## src/design/wdt_pkg.sv

```systemverilog
package wdt_pkg;

    // ----------------------------------------
    // register map (byte addresses, one word each)
    // ----------------------------------------
    localparam int ADDR_W = 8;                        // decoded address bits
    localparam logic [7:0] OFS_LOAD = 8'h00;          // reload value
    localparam logic [7:0] OFS_VALUE = 8'h04;         // live counter, read only
    localparam logic [7:0] OFS_CTRL = 8'h08;          // enable, reset option, stall
    localparam logic [7:0] OFS_INTCLR = 8'h0C;        // write clears timeout int
    localparam logic [7:0] OFS_RIS = 8'h10;           // raw timeout int
    localparam logic [7:0] OFS_MIS = 8'h14;           // enable-masked timeout int
    localparam logic [7:0] OFS_LOCK = 8'h18;          // key unlocks, else locks
    localparam logic [7:0] OFS_STATUS = 8'h1C;        // running, locked
    localparam logic [7:0] OFS_EVT = 8'h20;           // sticky events, read clears
    localparam logic [7:0] OFS_EVTMASK = 8'h24;       // event mask

    // ----------------------------------------
    // field positions and reset values
    // ----------------------------------------
    localparam int CTRL_EN_BIT = 0;                   // counter enable
    localparam int CTRL_RST_BIT = 1;                  // reset on second timeout
    localparam int CTRL_STALL_BIT = 2;                // freeze while debug halted
    localparam int STAT_RUN_BIT = 0;                  // running flag
    localparam int STAT_LOCK_BIT = 1;                 // lock flag
    localparam int EVT_W = 3;                         // number of events
    localparam int EVT_TIMEOUT = 0;                   // counter reached zero
    localparam int EVT_SECOND = 1;                    // unserviced second timeout
    localparam int EVT_LOCKWR = 2;                    // write refused by lock
    localparam logic [31:0] LOAD_RST = 32'hFFFF_FFFF; // reload after reset
    localparam logic [31:0] UNLOCK_KEY = 32'h1ACC_E551; // arbitrary value

    // ----------------------------------------
    // bus answers
    // ----------------------------------------
    localparam logic [1:0] RESP_OKAY = 2'h0;          // accepted
    localparam logic [1:0] RESP_SLVERR = 2'h2;        // unmapped address

    // ----------------------------------------
    // carriers between bus slave and core
    // ----------------------------------------
    typedef struct packed {
        logic en;                                     // one-cycle write pulse
        logic [ADDR_W-1:0] addr;                      // byte address
        logic [31:0] data;                            // write data
        logic [3:0] strb;                             // byte enables
    } wr_req_t;

    typedef struct packed {
        logic en;                                     // one-cycle read pulse
        logic [ADDR_W-1:0] addr;                      // byte address
    } rd_req_t;

endpackage : wdt_pkg

```

## src/design/halt_sync.sv

```systemverilog
`timescale 1ns/100ps
module halt_sync
    import wdt_pkg::*;
(
    input wire logic aclk,     // system clock
    input wire logic aresetn,  // synchronous reset, active low
    input wire logic async_in, // level from another domain
    output logic sync_out      // filtered level
);
    // ----------------------------------------
    // three stage chain
    // ----------------------------------------
    logic s1_q; // metastable stage, read only by s2
    logic s2_q; // second stage
    logic s3_q; // third stage

    // shift the pin through three flops
    always_ff @(posedge aclk) begin
        if (!aresetn) begin
            s1_q <= 1'b0;
            s2_q <= 1'b0;
            s3_q <= 1'b0;
        end else begin
            s1_q <= async_in;
            s2_q <= s1_q;
            s3_q <= s2_q;
        end
    end

    // a change counts once stages two and three agree
    always_ff @(posedge aclk) begin
        if (!aresetn) begin
            sync_out <= 1'b0;
        end else if (s2_q == s3_q) begin
            sync_out <= s3_q;
        end
    end
endmodule : halt_sync

```

## src/design/axil_slave.sv

```systemverilog
`timescale 1ns/100ps
module axil_slave
    import wdt_pkg::*;
(
    input wire logic aclk,           // system clock
    input wire logic aresetn,        // synchronous reset, active low
    input wire logic [31:0] awaddr,  // write address
    input wire logic awvalid,        // write address valid
    output logic awready,            // write address ready
    input wire logic [31:0] wdata,   // write data
    input wire logic [3:0] wstrb,    // write strobes
    input wire logic wvalid,         // write data valid
    output logic wready,             // write data ready
    output logic [1:0] bresp,        // write response
    output logic bvalid,             // write response valid
    input wire logic bready,         // write response ready
    input wire logic [31:0] araddr,  // read address
    input wire logic arvalid,        // read address valid
    output logic arready,            // read address ready
    output logic [31:0] rdata,       // read data
    output logic [1:0] rresp,        // read response
    output logic rvalid,             // read data valid
    input wire logic rready,         // read data ready
    output wr_req_t wr,              // write pulse to core
    output rd_req_t rd,              // read pulse to core
    input wire logic [31:0] rd_data, // core read data
    input wire logic rd_err,         // core says unmapped
    input wire logic wr_err          // core says unmapped
);
    // ----------------------------------------
    // write channel
    // ----------------------------------------
    logic aw_full_q;              // address held
    logic w_full_q;               // data held
    logic [ADDR_W-1:0] aw_addr_q; // held address
    logic [31:0] w_data_q;        // held data
    logic [3:0] w_strb_q;         // held strobes
    logic do_wr;                  // both halves present

    assign do_wr = aw_full_q && w_full_q && !bvalid;
    assign wr = '{en: do_wr, addr: aw_addr_q, data: w_data_q, strb: w_strb_q};

    // address and data are taken in either order
    always_ff @(posedge aclk) begin
        if (!aresetn) begin
            aw_full_q <= 1'b0;
            w_full_q <= 1'b0;
            aw_addr_q <= '0;
            w_data_q <= 32'h0000_0000;
            w_strb_q <= 4'h0;
        end else begin
            if (awvalid && awready) begin
                aw_full_q <= 1'b1;
                aw_addr_q <= awaddr[ADDR_W-1:0];
            end else if (do_wr) begin
                aw_full_q <= 1'b0;
            end
            if (wvalid && wready) begin
                w_full_q <= 1'b1;
                w_data_q <= wdata;
                w_strb_q <= wstrb;
            end else if (do_wr) begin
                w_full_q <= 1'b0;
            end
        end
    end

    // readies are flops; a held half blocks its channel
    always_ff @(posedge aclk) begin
        if (!aresetn) begin
            awready <= 1'b0;
            wready <= 1'b0;
        end else begin
            awready <= !(aw_full_q || (awvalid && awready)) || do_wr;
            wready <= !(w_full_q || (wvalid && wready)) || do_wr;
        end
    end

    // response follows the performed write by one cycle
    always_ff @(posedge aclk) begin
        if (!aresetn) begin
            bvalid <= 1'b0;
            bresp <= RESP_OKAY;
        end else if (do_wr) begin
            bvalid <= 1'b1;
            bresp <= wr_err ? RESP_SLVERR : RESP_OKAY;
        end else if (bready) begin
            bvalid <= 1'b0;
        end
    end

    // ----------------------------------------
    // read channel
    // ----------------------------------------
    assign rd = '{en: arvalid && arready, addr: araddr[ADDR_W-1:0]};

    // data is captured at the address handshake, so read side effects happen once
    always_ff @(posedge aclk) begin
        if (!aresetn) begin
            arready <= 1'b0;
            rvalid <= 1'b0;
            rdata <= 32'h0000_0000;
            rresp <= RESP_OKAY;
        end else if (rd.en) begin
            arready <= 1'b0;
            rvalid <= 1'b1;
            rdata <= rd_data;
            rresp <= rd_err ? RESP_SLVERR : RESP_OKAY;
        end else if (rvalid && rready) begin
            rvalid <= 1'b0;
            arready <= 1'b1;
        end else begin
            arready <= !rvalid;
        end
    end
endmodule : axil_slave

```

## src/design/watchdog_timer_control.sv

```systemverilog
`timescale 1ns/100ps
// Functional notes
// - reset option: second timeout resets processor
// - reset option off: no processor reset
// - locked: reload, reset option, enable unchanged
// - unlock restores configuration write access
// - stall on: hold count while halted
// - stall off: count regardless of halt
// - running flag readable
// - live counter readable, no side effect
// - first zero: reload and raise interrupt
// - reload write loads now; zero interrupts
// - clear drops interrupt; raw, masked readable
// - lock status readable
module watchdog_timer_control
    import wdt_pkg::*;
(
    input wire logic aclk,          // system clock, 250 MHz
    input wire logic aresetn,       // synchronous reset, active low
    input wire logic [31:0] awaddr, // write address
    input wire logic awvalid,       // write address valid
    output logic awready,           // write address ready
    input wire logic [31:0] wdata,  // write data
    input wire logic [3:0] wstrb,   // write strobes
    input wire logic wvalid,        // write data valid
    output logic wready,            // write data ready
    output logic [1:0] bresp,       // write response
    output logic bvalid,            // write response valid
    input wire logic bready,        // write response ready
    input wire logic [31:0] araddr, // read address
    input wire logic arvalid,       // read address valid
    output logic arready,           // read address ready
    output logic [31:0] rdata,      // read data
    output logic [1:0] rresp,       // read response
    output logic rvalid,            // read data valid
    input wire logic rready,        // read data ready
    input wire logic debug_halt,    // processor halted by debugger
    output logic irq_q,             // level interrupt
    output logic proc_reset_q       // processor reset request
);
    // ----------------------------------------
    // helpers
    // ----------------------------------------
    // byte-lane merge used by the reload, control and event mask registers
    function automatic logic [31:0] merge(input logic [31:0] old_v, input logic [31:0] new_v,
                                          input logic [3:0] strb);
        logic [31:0] r;
        r = old_v;
        for (int i = 0; i < 4; i++) begin
            if (strb[i]) begin
                r[8*i +: 8] = new_v[8*i +: 8];
            end
        end
        return r;
    endfunction : merge

    // ----------------------------------------
    // state
    // ----------------------------------------
    wr_req_t wr;                  // write pulse from bus
    rd_req_t rd;                  // read pulse from bus
    logic [31:0] rd_data;         // read mux
    logic rd_err;                 // unmapped read
    logic wr_err;                 // unmapped write
    logic halt_s;                 // synchronised halt
    logic en_q;                   // counter enable
    logic rst_en_q;               // reset option
    logic stall_q;                // debug stall option
    logic lock_q;                 // configuration locked
    logic [31:0] load_q;          // reload value
    logic [31:0] count_q;         // down counter
    logic ris_q;                  // raw timeout interrupt
    logic [EVT_W-1:0] evt_q;      // sticky events
    logic [EVT_W-1:0] mask_q;     // event mask
    logic [31:0] ctrl_new;        // merged control word
    logic [31:0] load_new;        // merged reload word
    logic [31:0] mask_new;        // merged event mask word
    logic tick;                   // counter advances this cycle
    logic at_zero;                // timeout this cycle
    logic second;                 // unserviced timeout
    logic ld_wr;                  // accepted reload write
    logic ctrl_wr;                // accepted control write
    logic cfg_try;                // configuration write attempt
    logic clr_wr;                 // interrupt clear write
    logic [EVT_W-1:0] evt_set;    // events this cycle

    // ----------------------------------------
    // bus slave and halt synchroniser
    // ----------------------------------------
    axil_slave u_bus (
        .aclk(aclk),
        .aresetn(aresetn),
        .awaddr(awaddr),
        .awvalid(awvalid),
        .awready(awready),
        .wdata(wdata),
        .wstrb(wstrb),
        .wvalid(wvalid),
        .wready(wready),
        .bresp(bresp),
        .bvalid(bvalid),
        .bready(bready),
        .araddr(araddr),
        .arvalid(arvalid),
        .arready(arready),
        .rdata(rdata),
        .rresp(rresp),
        .rvalid(rvalid),
        .rready(rready),
        .wr(wr),
        .rd(rd),
        .rd_data(rd_data),
        .rd_err(rd_err),
        .wr_err(wr_err)
    );

    halt_sync u_halt (
        .aclk(aclk),
        .aresetn(aresetn),
        .async_in(debug_halt),
        .sync_out(halt_s)
    );

    // ----------------------------------------
    // write decode
    // ----------------------------------------
    assign cfg_try = wr.en && (wr.addr == OFS_LOAD || wr.addr == OFS_CTRL);
    assign ld_wr = wr.en && wr.addr == OFS_LOAD && !lock_q;
    assign ctrl_wr = wr.en && wr.addr == OFS_CTRL && !lock_q;
    assign clr_wr = wr.en && wr.addr == OFS_INTCLR;
    assign ctrl_new = merge({29'h0, stall_q, rst_en_q, en_q}, wr.data, wr.strb);
    assign load_new = merge(load_q, wr.data, wr.strb);
    // a call result cannot be part-selected, so the mask is merged as a full word here
    assign mask_new = merge(32'(mask_q), wr.data, wr.strb);

    // every mapped offset answers okay, even when the lock refuses it
    always_comb begin
        case (wr.addr)
            OFS_LOAD, OFS_VALUE, OFS_CTRL, OFS_INTCLR, OFS_RIS, OFS_MIS,
            OFS_LOCK, OFS_STATUS, OFS_EVT, OFS_EVTMASK: wr_err = 1'b0;
            default: wr_err = 1'b1;
        endcase
    end

    // ----------------------------------------
    // configuration
    // ----------------------------------------
    // controls, writable only while unlocked
    always_ff @(posedge aclk) begin
        if (!aresetn) begin
            en_q <= 1'b0;
            rst_en_q <= 1'b0;
            stall_q <= 1'b0;
        end else if (ctrl_wr) begin
            en_q <= ctrl_new[CTRL_EN_BIT];
            rst_en_q <= ctrl_new[CTRL_RST_BIT];
            stall_q <= ctrl_new[CTRL_STALL_BIT];
        end
    end

    // reload value
    always_ff @(posedge aclk) begin
        if (!aresetn) begin
            load_q <= LOAD_RST;
        end else if (ld_wr) begin
            load_q <= load_new;
        end
    end

    // the key opens the block; any other word written here closes it
    always_ff @(posedge aclk) begin
        if (!aresetn) begin
            lock_q <= 1'b0;
        end else if (wr.en && wr.addr == OFS_LOCK) begin
            lock_q <= (wr.data != UNLOCK_KEY);
        end
    end

    // ----------------------------------------
    // counter
    // ----------------------------------------
    assign tick = en_q && !(stall_q && halt_s);
    assign at_zero = tick && count_q == 32'h0000_0000;
    assign second = at_zero && ris_q && !clr_wr;

    // a reload write wins over counting; enabling starts from the reload
    always_ff @(posedge aclk) begin
        if (!aresetn) begin
            count_q <= LOAD_RST;
        end else if (ld_wr) begin
            count_q <= load_new;
        end else if (ctrl_wr && !en_q && ctrl_new[CTRL_EN_BIT]) begin
            count_q <= load_q;
        end else if (at_zero) begin
            count_q <= load_q;
        end else if (tick) begin
            count_q <= count_q - 32'h0000_0001;
        end
    end

    // timeout flag; a new timeout in the clearing cycle survives
    always_ff @(posedge aclk) begin
        if (!aresetn) begin
            ris_q <= 1'b0;
        end else if (at_zero || (ld_wr && load_new == 32'h0000_0000)) begin
            ris_q <= 1'b1;
        end else if (clr_wr) begin
            ris_q <= 1'b0;
        end
    end

    // held until system reset, which the request itself brings about
    always_ff @(posedge aclk) begin
        if (!aresetn) begin
            proc_reset_q <= 1'b0;
        end else if (second && rst_en_q) begin
            proc_reset_q <= 1'b1;
        end
    end

    // ----------------------------------------
    // events and interrupt
    // ----------------------------------------
    assign evt_set[EVT_TIMEOUT] = at_zero;
    assign evt_set[EVT_SECOND] = second;
    assign evt_set[EVT_LOCKWR] = cfg_try && lock_q;

    // sticky; reading the event word clears, but a set in that cycle wins
    always_ff @(posedge aclk) begin
        if (!aresetn) begin
            evt_q <= '0;
        end else if (rd.en && rd.addr == OFS_EVT) begin
            evt_q <= evt_set;
        end else begin
            evt_q <= evt_q | evt_set;
        end
    end

    // event mask, not covered by the lock
    always_ff @(posedge aclk) begin
        if (!aresetn) begin
            mask_q <= '0;
        end else if (wr.en && wr.addr == OFS_EVTMASK) begin
            mask_q <= mask_new[EVT_W-1:0];
        end
    end

    // one cycle behind the sticky event bits, kept registered for a clean output
    always_ff @(posedge aclk) begin
        if (!aresetn) begin
            irq_q <= 1'b0;
        end else begin
            irq_q <= |(evt_q & mask_q);
        end
    end

    // ----------------------------------------
    // read mux
    // ----------------------------------------
    always_comb begin
        rd_data = 32'h0000_0000;
        rd_err = 1'b0;
        case (rd.addr)
            OFS_LOAD: rd_data = load_q;
            OFS_VALUE: rd_data = count_q;
            OFS_CTRL: rd_data = {29'h0, stall_q, rst_en_q, en_q};
            OFS_INTCLR: rd_data = 32'h0000_0000;
            OFS_RIS: rd_data = {31'h0, ris_q};
            OFS_MIS: rd_data = {31'h0, ris_q && en_q};
            OFS_LOCK: rd_data = {31'h0, lock_q};
            OFS_STATUS: begin
                rd_data[STAT_RUN_BIT] = en_q;
                rd_data[STAT_LOCK_BIT] = lock_q;
            end
            OFS_EVT: rd_data = 32'(evt_q);
            OFS_EVTMASK: rd_data = 32'(mask_q);
            default: rd_err = 1'b1;
        endcase
    end
endmodule : watchdog_timer_control

```

## config.mk

```make
export PLATFORM = sky130hd
export DESIGN_NAME = watchdog_timer_control
export DESIGN_NICKNAME = d
export VERILOG_FILES = /design/src/design/wdt_pkg.sv /design/src/design/halt_sync.sv /design/src/design/axil_slave.sv /design/src/design/watchdog_timer_control.sv
export SDC_FILE = /design/constraint.sdc
export NUM_CORES = 1
export LEC_CHECK = 0
export ABC_AREA = 0
export BUFFER_PORTS_ARGS = -buffer_cell sky130_fd_sc_hd__buf_2
export CAP_MARGIN = 20
export CORE_MARGIN = 2
export CORE_UTILIZATION = 57
export CTS_CLUSTER_SIZE = 25
export DETAILED_ROUTE_END_ITERATION = 12
export GPL_ROUTABILITY_DRIVEN = 0
export GPL_TIMING_DRIVEN = 0
export PLACE_DENSITY_LB_ADDON = 0.3
export SETUP_SLACK_MARGIN = 0.2
export SYNTH_ARGS = -nofsm -noshare
export SYNTH_HDL_FRONTEND = slang
export SYNTH_SLANG_ARGS = --single-unit
```

## constraint.sdc

```tcl
create_clock -name aclk -period 5.8 [get_ports aclk]
set_clock_uncertainty 0.05 [all_clocks]
set_input_delay 1.16 -clock aclk [delete_from_list [all_inputs] [get_ports aclk]]
set_output_delay 1.16 -clock aclk [all_outputs]
set_load 0.005 [all_outputs]
```

Yosys cells after proc, flatten, opt, wreduce, memory -nomap -nowiden
Index checks and enable logic that the tools add are counted.
{"block": "totals", "register_bits": 168, "latch_bits": 0, "ramBits": 0, "mem_bits_ro": 0, "inputBits": 108, "mem_count": 0}
{"block": "op_classes", "add_sub_neg": 1, "n_mul": 0, "n_div": 0, "magnitude_cmp": 0, "n_eq_ne": 20, "n_shift": 0, "n_mux": 24, "bitwise_logic": 3, "n_reduce_logical": 56}
{"operator": "$pmux W30 S5", "n": 1}
{"operator": "$mux W32", "n": 4}
{"operator": "$eq A8 B5 Y1 const B", "n": 8}
{"operator": "$logic_not A32 Y1", "n": 2}
{"operator": "$eq A8 B4 Y1 const B", "n": 4}
{"operator": "$eq A8 B6 Y1 const B", "n": 4}
{"operator": "$mux W8", "n": 4}
{"operator": "$ne A32 B29 Y1 const B", "n": 1}
{"operator": "$sub A32 B1 Y32 const B", "n": 1}
{"operator": "$logic_and A1 B1 Y1", "n": 26}
{"operator": "$reduce_or A10 Y1", "n": 2}
{"operator": "$pmux W2 S9", "n": 1}
{"operator": "$eq A8 B3 Y1 const B", "n": 2}
{"operator": "$logic_not A8 Y1", "n": 2}
{"operator": "$mux W1", "n": 11}
{"operator": "$reduce_bool A2 Y1", "n": 5}
{"operator": "$logic_not A1 Y1", "n": 8}
{"operator": "$logic_or A1 B1 Y1", "n": 6}
{"operator": "$mux W2", "n": 2}
{"operator": "$reduce_and A2 Y1", "n": 2}
{"operator": "$reduce_bool A4 Y1", "n": 1}
{"operator": "$and A3 B3 Y3", "n": 1}
{"operator": "$mux W3", "n": 1}
{"operator": "$or A3 B3 Y3", "n": 1}
{"operator": "other kinds (4)", "n": 4}

Longest topological paths before layout
Gate-level depths: netlist of the first run.
{"block": "logic_depth", "depth_word": 8, "ltp_mapped": 9, "ltp_nobuf": 7}

By module
From an unflattened synthesis of the first run, not the netlist that was laid out.
{"block": "hier_totals", "hier_cells": 1054, "area_unflattened_um2": 8688.3}
{"mod": "watchdog_timer_control", "n_inst": 1, "cells_each": 668, "area_each_um2": 5099.9, "seq_area_each_um2": 1541.5}
{"mod": "axil_slave", "n_inst": 1, "cells_each": 376, "area_each_um2": 3472.1, "seq_area_each_um2": 1701.6}
{"mod": "halt_sync", "n_inst": 1, "cells_each": 10, "area_each_um2": 116.4, "seq_area_each_um2": 80.1}

Least setup slack after synthesis of the first run
No wires, ideal clock.
{"block": "synth_path", "kind": "input port to flip-flop", "startpoint": "input port araddr[3]", "endpoint": "register u_bus.rdata[0]", "arrival_time_ps": 2836, "path_slack_ps": 2843, "cell_stages": 7, "n_path_buf": 2, "path_cell_list": "clkbuf_1 nor4_1 nor3b_1 clkbuf_1 a221oi_1 a21o_1 a21oi_1"}
{"block": "synth_between", "elab_chain_cells": 2}
{"item": "start, declared", "line_no": "watchdog_timer_control.sv:30", "rtl": "input wire logic [31:0] araddr,"}
{"item": "$eq A8 B6 Y1 (tied with other cells)", "line_no": "watchdog_timer_control.sv:263", "rtl": "case (rd.addr)"}
{"item": "$pmux W2 S9 *", "line_no": "watchdog_timer_control.sv:263"}
{"item": "end signal, assigned", "line_no": "axil_slave.sv:107", "rtl": "rdata <= rd_data;"}
{"item": "end, declared", "line_no": "axil_slave.sv:20", "rtl": "output logic [31:0] rdata,"}
Mark *: on every way between the ends. The rest lies on a longest branch, timed or not.
A chain may end at the register's enable or synchronous reset.

Worst setup path after layout of the first run
Ends and elaborated chain as after synthesis.

==> results of run 1 <==
==> metal layers <==
layer | part of all wire (%) | track usage (%) | vias to the layer above | wire length (µm)
li1 | - | - | 3828 | -
met1 | 40 | 45.52 | 3816 | 9977
met5 | 0 | 0 | - | 0
met4 | 4.1 | 15.37 | 0 | 1018
met2 | 43 | 52.37 | 580 | 10810
met3 | 13 | 9.738 | 98 | 3169
==> cell families (layout without fill, tap and decap cells) <==
| kind of cell | after synthesis | after routing | synth area share [%] |
|---|---|---|---|
| AOI/OAI and AO/OA | 278 | 278 | 22.53 |
| xor gates and xnor gates | 12 | 12 | 1.324 |
| adders and majority gates | 1 | 1 | 0.1576 |
| buffers and inverters | 79 | 211 | 3.925 |
| DFF | 166 | 166 | 41.87 |
| muxes | 42 | 42 | 5.359 |
| other | 1 | 2 | 0.04724 |
| and+or+nand+nor | 401 | 401 | 24.79 |
==> stage by stage <==
| step | hold WS, ns | utilization, % | setup WS, ns | power (mW) |
|---|---|---|---|---|
| after floorplan | 0.3619 | - | 2.843 | 1.312 |
| final | 0.3875 | 67.39 | 2.515 | 2.464 |
| after detailed placement | 0.3745 | 63.23 | 2.172 | 1.385 |
| after CTS | 0.3888 | 67.39 | 2.597 | 2.457 |
| after global placement | 0.3686 | 63.14 | 2.160 | 1.382 |
| after global routing | 0.4015 | 67.39 | 2.382 | 2.533 |
==> Yosys cell counts, drive strengths merged (5+ instances only) <==
cell type,number,area [µm²]
buf,14,67.56
or4,18,143.9
nor2,88,330.3
xor2,8,70.07
a21oi,94,470.5
o31ai,10,75.07
nand4,16,100.1
o211ai,6,45.04
clkbuf,59,221.5
nor3,23,115.1
or2,5,31.28
a22oi,29,217.7
a2bb2oi,28,245.2
mux2i,38,380.4
a32oi,5,43.79
or3,12,81.33
a21o,17,127.6
dfxtp,166,3323
and2,8,50.05
nand2,143,536.8
nand3,34,170.2
inv,6,22.52
nor4,25,183.9
o21ai,60,300.3
and3,5,31.28
==> worst max-delay path, stage by stage <==
cell and delay (ns):
clkbuf_1 0.18, nor4_1 0.70, nor3b_1 0.45, clkbuf_1 0.59
a221oi_1 0.23, a21o_1 0.20, a21oi_1 0.11
==> final cells by class <==
class / instances / area (µm²)
timing repair buffer: 101 / 508.0
inverter: 6 / 22.52
sequential: 166 / 3323
buffer: 73 / 289.0
multi-input combinational: 736 / 4307
fill: 1195 / 4474
clock inverter: 8 / 72.57
clock buffer: 23 / 498.0
tap: 180 / 225.2
==> sequential cells by signal, summed over array words and instances (netlist names), 3 cells and up <==
register / cells
load_q: 32
evt_q: 3
u_bus.aw_addr_q: 8
mask_q: 3
count_q: 32
u_bus.w_data_q: 32
u_bus.rdata: 32
u_bus.w_strb_q: 4
==> how the worst min path moves through the flow <==
| stage | from | end | slack [ns] | cells past startpoint |
|---|---|---|---|---|
| CTS | u_halt.s1_q | u_halt.s2_q | 0.39 | 1 |
| global route | u_halt.s1_q | u_halt.s2_q | 0.40 | 1 |
| floorplan | u_halt.s1_q | u_halt.s2_q | 0.36 | 1 |
| finish | u_halt.s1_q | u_halt.s2_q | 0.39 | 1 |
| detailed placement | u_halt.s1_q | u_halt.s2_q | 0.37 | 1 |
| global placement | u_halt.s1_q | u_halt.s2_q | 0.37 | 1 |
==> report_power, final <==
part | switching, mW | leakage [nW] | internal [mW]
clock network | 0.456 | 0.277 | 0.641
registers | 0.0304 | 1.35 | 1.16
logic | 0.110 | 1.76 | 0.0621
==> impl_metrics.csv, run 1 <==
group,metric,value,unit
status,status,"complete, no violations",
yosys,number_of_enable_flip_flop_cells_after_synthesis,0,
detailed_routing,detailedRoute.firstIterationViolations,1184,
critical_path,critPathMaxFanout,10,
clock_network,cts_inserted_buffers,17,
yosys,yosysSeqAreaShare,41.87,%
timing,layout_min_cycle_time,3.285,ns
critical_path,worstSetupStartpointType,"input port",
layout,most_common_cell_after_layout_fill_and_taps_aside,"dfxtp_1",
layout,areaGrowthSynthToFinish,16.47,%
yosys,netlist_instances,980,
timing,tightest_slew,1.074,ns
worst_hold_path,timing.hold.worst.class,"flop to flop",
timing,setup_viol_count_final,0,
layout,post_layout_inst_area,0.009245,mm²
critical_path,critical_path_required,6.12,ns
clock_network,post_cts_hold_buffer_count,0,
floorplan,dieHeight,122.0,µm
critical_path,crit_path_end,"u_bus.rdata[0]",
global_routing,track_usage,34.42,%
yosys,asr_flop_ratio_synth,0,%
clock_network,cts_tree,"yes",
placement,placedInstanceArea,0.008675,mm²
detailed_routing,remaining_drcs,0,
layout,layout.nets,1210,
critical_path,regToRegStartpoint,"u_bus.aw_addr_q[5]",
timing,relSlewSlack,27.75,%
global_routing,grt_antenna_before_repair,0,
floorplan,num_rows,43,
timing,finalHoldViolations,0,
critical_path,source_of_the_critical_timing_path,"araddr[3]",
layout,final_cell_mix,"166 x dfxtp_1, 143 x nand2_1, 106 x buf_2",
global_routing,global_route_wire_length_before_repair,39.36,mm
job,drv.max_cap_violation_count,0,
pwr,power_density,266.5,mW/mm²
critical_path,endpoint_kind,"flop",
yosys,synth_seq_cells,166,
detailed_routing,ant_nets,0,
clock_network,cts_max_level,4,
detailed_routing,route.vias.total,8322,
global_routing,overflow,0,
yosys,yosys_warnings,0,
floorplan,floorplan.io_pins,151,
floorplan,die_x,122.0,µm
clock_network,cts.repair_timing.setup_buffer_count,0,
clock_network,cts_num_sinks,166,
yosys,synth_area,0.007938,mm²
critical_path,regToRegSetupSlack,2.54,ns
critical_path,ff2ff_path_depth,8,
clock_network,clk_pin_slew,0.06,ns
clock_network,postcts_resize_cnt,0,
placement,place.detailed.instances,1262,
critical_path,crit_type,"input port to flop",
timing,final-max-slew-violation-count,0,
yosys,synthDistinctLibCells,67,
detailed_routing,wirelength,24.97,mm
clock_network,clock_buffer_depth,2,
layout,drive_gt1_share,14.73,%
detailed_routing,wire_per_inst,19.31,µm
pwr,p_leak,3.381,nW
global_routing,grt_pass1_vias,7551,
critical_path,capture_point_of_the_worst_reg_to_reg_path,"count_q[12]",
clock_network,cts-root-buf,"clkbuf_16",
timing,tns,0,ns
yosys,ys.flop_type,"dfxtp_1",
floorplan,core-area,0.01372,mm²
global_routing,grt_max_degree,17,
detailed_routing,via_per_inst,6.436,
critical_path,worst_ep_arrival_time,3.60,ns
layout,layout.cells.non_filler,1293,
clock_network,clock_latency,0.44,ns
detailed_routing,drt_first_pass_iters,6,
floorplan,starting_density_of_the_core,57.86,%
timing,layout_worst_path_cycle_share,56.65,%
pwr,peakVddDrop,0.1915,mV
layout,antenna-diode-count,0,
yosys,syn-mean-instance-area,8.100,µm²
timing,clock.fmax,0.3044,GHz
placement,buffer_ports.inserted,99,
floorplan,design.die.area,0.01489,mm²
placement,detailed_place_hpwl,18.27,mm
timing,grt_setup_unrepaired,"no",
No activity file was read; power rests on OpenSTA's default activity.
==> inputs of run 2 (changes only) <==
--- a/config.mk
+++ b/config.mk
@@ -9,7 +9,7 @@
 export BUFFER_PORTS_ARGS = -buffer_cell sky130_fd_sc_hd__buf_2
 export CAP_MARGIN = 20
 export CORE_MARGIN = 2
-export CORE_UTILIZATION = 57
+export CORE_UTILIZATION = 56
 export CTS_CLUSTER_SIZE = 25
 export DETAILED_ROUTE_END_ITERATION = 12
 export GPL_ROUTABILITY_DRIVEN = 0
==> constraint.sdc (replaced) <==
create_clock -name aclk -period 3.2 [get_ports aclk]
set_clock_uncertainty 0.05 [all_clocks]
set_input_delay 0.64 -clock aclk [delete_from_list [all_inputs] [get_ports aclk]]
set_output_delay 0.64 -clock aclk [all_outputs]
set_load 0.005 [all_outputs]
==> run 2 against run 1 <==
Against the previous run:
- clock power up 95%
- utilization up 0.21 points
- wire length up 1.5%
- first-iteration DRC count down 10%
- die area up 1.7%
- critical path type unchanged
- critical endpoint unchanged
- largest power group unchanged
- highest routed layer unchanged
==> impl_metrics.csv, run 2 (same netlist as run 1, synthesis figures left out) <==
group,metric,value,unit
critical_path,crit_type,"input port to flop",
layout,layout.nets,1212,
timing,final-max-slew-violation-count,0,
timing,layout_min_cycle_time,2.912,ns
clock_network,cts_max_level,4,
pwr,power_density,492.8,mW/mm²
pwr,power.net_switching,1.128,mW
floorplan,design.die.area,0.01514,mm²
detailed_routing,remaining_drcs,0,
global_routing,grt_max_degree,17,
clock_network,cts-root-buf,"clkbuf_16",
clock_network,cts_tree,"yes",
pwr,totalPowerFinal,4.624,mW
layout,antenna-diode-count,0,
floorplan,core-area,0.01388,mm²
pwr,peakVddDrop,0.3644,mV
floorplan,floorplan.io_pins,151,
layout,areaGrowthSynthToFinish,18.21,%
layout,fillerInstances,1214,
global_routing,grt_pass1_vias,7336,
critical_path,worst_ep_arrival_time,3.23,ns
timing,clock.fmax,0.3434,GHz
clock_network,clock_buffer_depth,2,
floorplan,starting_density_of_the_core,57.18,%
placement,place.detailed.instances,1262,
detailed_routing,ant_nets,0,
critical_path,endpoint_kind,"flop",
pwr,pwr-share-comb,7.0,%
global_routing,grt_antenna_before_repair,0,
timing,finalHoldViolations,0,
floorplan,num_rows,43,
clock_network,cts_num_sinks,166,
timing,setup_ws,0.2881,ns
timing,setup_viol_count_final,0,
job,drv.max_cap_violation_count,0,
timing,relSlewSlack,45.90,%
layout,layout.core_utilization,67.60,%
layout,most_common_cell_after_layout_fill_and_taps_aside,"dfxtp_1",
detailed_routing,route.vias.total,8284,
placement,dp_slack,-0.007846,ns
critical_path,worstSetupStartpointType,"input port",
placement,detailed_place_hpwl,18.37,mm
clock_network,post_cts_hold_buffer_count,0,
pwr,share_of_power_burned_in_registers,46.8,%
detailed_routing,detailedRoute.firstIterationViolations,1061,
timing,tightest_slew,0.8115,ns
clock_network,clock_latency,0.44,ns
detailed_routing,wirelength,25.34,mm
clock_network,cts_inserted_buffers,17,
layout,final_cell_mix,"166 x dfxtp_1, 143 x nand2_1, 103 x buf_2",
detailed_routing,via_per_inst,6.397,
floorplan,die_x,123.1,µm
layout,layout.cells.non_filler,1295,
detailed_routing,drt_first_pass_iters,7,
timing,layout_worst_path_cycle_share,91.00,%
layout,drive_gt1_share,15.70,%
timing,grt_setup_unrepaired,"yes",
global_routing,track_usage,33.83,%
status,status,"complete, no violations",
global_routing,global_route_wire_length_before_repair,38.99,mm
pwr,clock_power_share,46.2,%
critical_path,critPathMaxFanout,10,
pwr,p_leak,3.410,nW
pwr,swShare,24.40,%
detailed_routing,wire_per_inst,19.57,µm
clock_network,clk_pin_slew,0.06,ns
floorplan,dieHeight,123.1,µm
worst_hold_path,timing.hold.worst.class,"input port to flop",
global_routing,overflow,0,
pwr,p_int,3.495,mW
critical_path,critical_path_required,3.52,ns
placement,buffer_ports.inserted,99,
## run 2: metrics by stage
stage	hold slack [ns]	setup TNS (ns)	instance area (µm²)
finish	0.3633	0	9383
global route	0.3792	0	9383
CTS	0.3637	0	9310
detailed placement	0.3810	-0.007846	8675
global placement	0.3678	0	8662
floorplan	0.3619	0	7941
## run 2: layer usage
metal | share of wire [%] | up-vias | global-route usage [%]
met4 | 5.0 | 0 | 16.19
met2 | 43 | 560 | 50.93
met3 | 12 | 110 | 7.380
met5 | 0 | - | 0
li1 | - | 3830 | -
met1 | 40 | 3784 | 46.15
## run 2: power groups by stage
stage                     Combinational [mW]  Clock, mW  Sequential [mW]
after floorplan                        0.193          0             2.19
after global routing                   0.354       2.22             2.17
after global placement                 0.297          0             2.21
after CTS                              0.306       2.12             2.16
after detailed placement               0.302          0             2.21
final                                  0.322       2.14             2.17
## run 2: layout make-up
cell class              instances  area [µm²]  share of cell area (%)
clock buffers                  21       460.4                   4.907
clock inverters                10       147.6                   1.574
well taps                     180       225.2                   2.400
plain buffers                  73       300.3                   3.200
inverters                       6       22.52                  0.2400
flip-flops and latches        166        3323                   35.42
repair buffers                103       523.0                   5.574
multi-input cells             736        4380                   46.69
## run 2: timing repair
action | 4_1_cts | 5_1_grt
endpoints found under the setup margin | 6 | 19
gates resized for setup | 2 | 20
cloned | 0 | 0
setup buffers | 2 | 0
pin swaps | 1 | 0
## run 2: worst paths after layout
path | start | to | slack, ns | cells after the start
worst min-delay path | debug_halt | u_halt.s1_q | 0.36 | 2
worst min register to register | u_halt.s1_q | u_halt.s2_q | 0.39 | 1
worst max register to register | count_q[14] | count_q[31] | 0.29 | 8
worst max-delay path | araddr[3] | u_bus.rdata[0] | 0.29 | 7
## run 2: worst max-delay path, stage by stage
cell,delay (ns)
clkbuf_1,0.18
nor4_1,0.74
nor3b_1,0.54
clkbuf_1,0.60
a221oi_1,0.23
a21o_1,0.19
a21oi_1,0.11
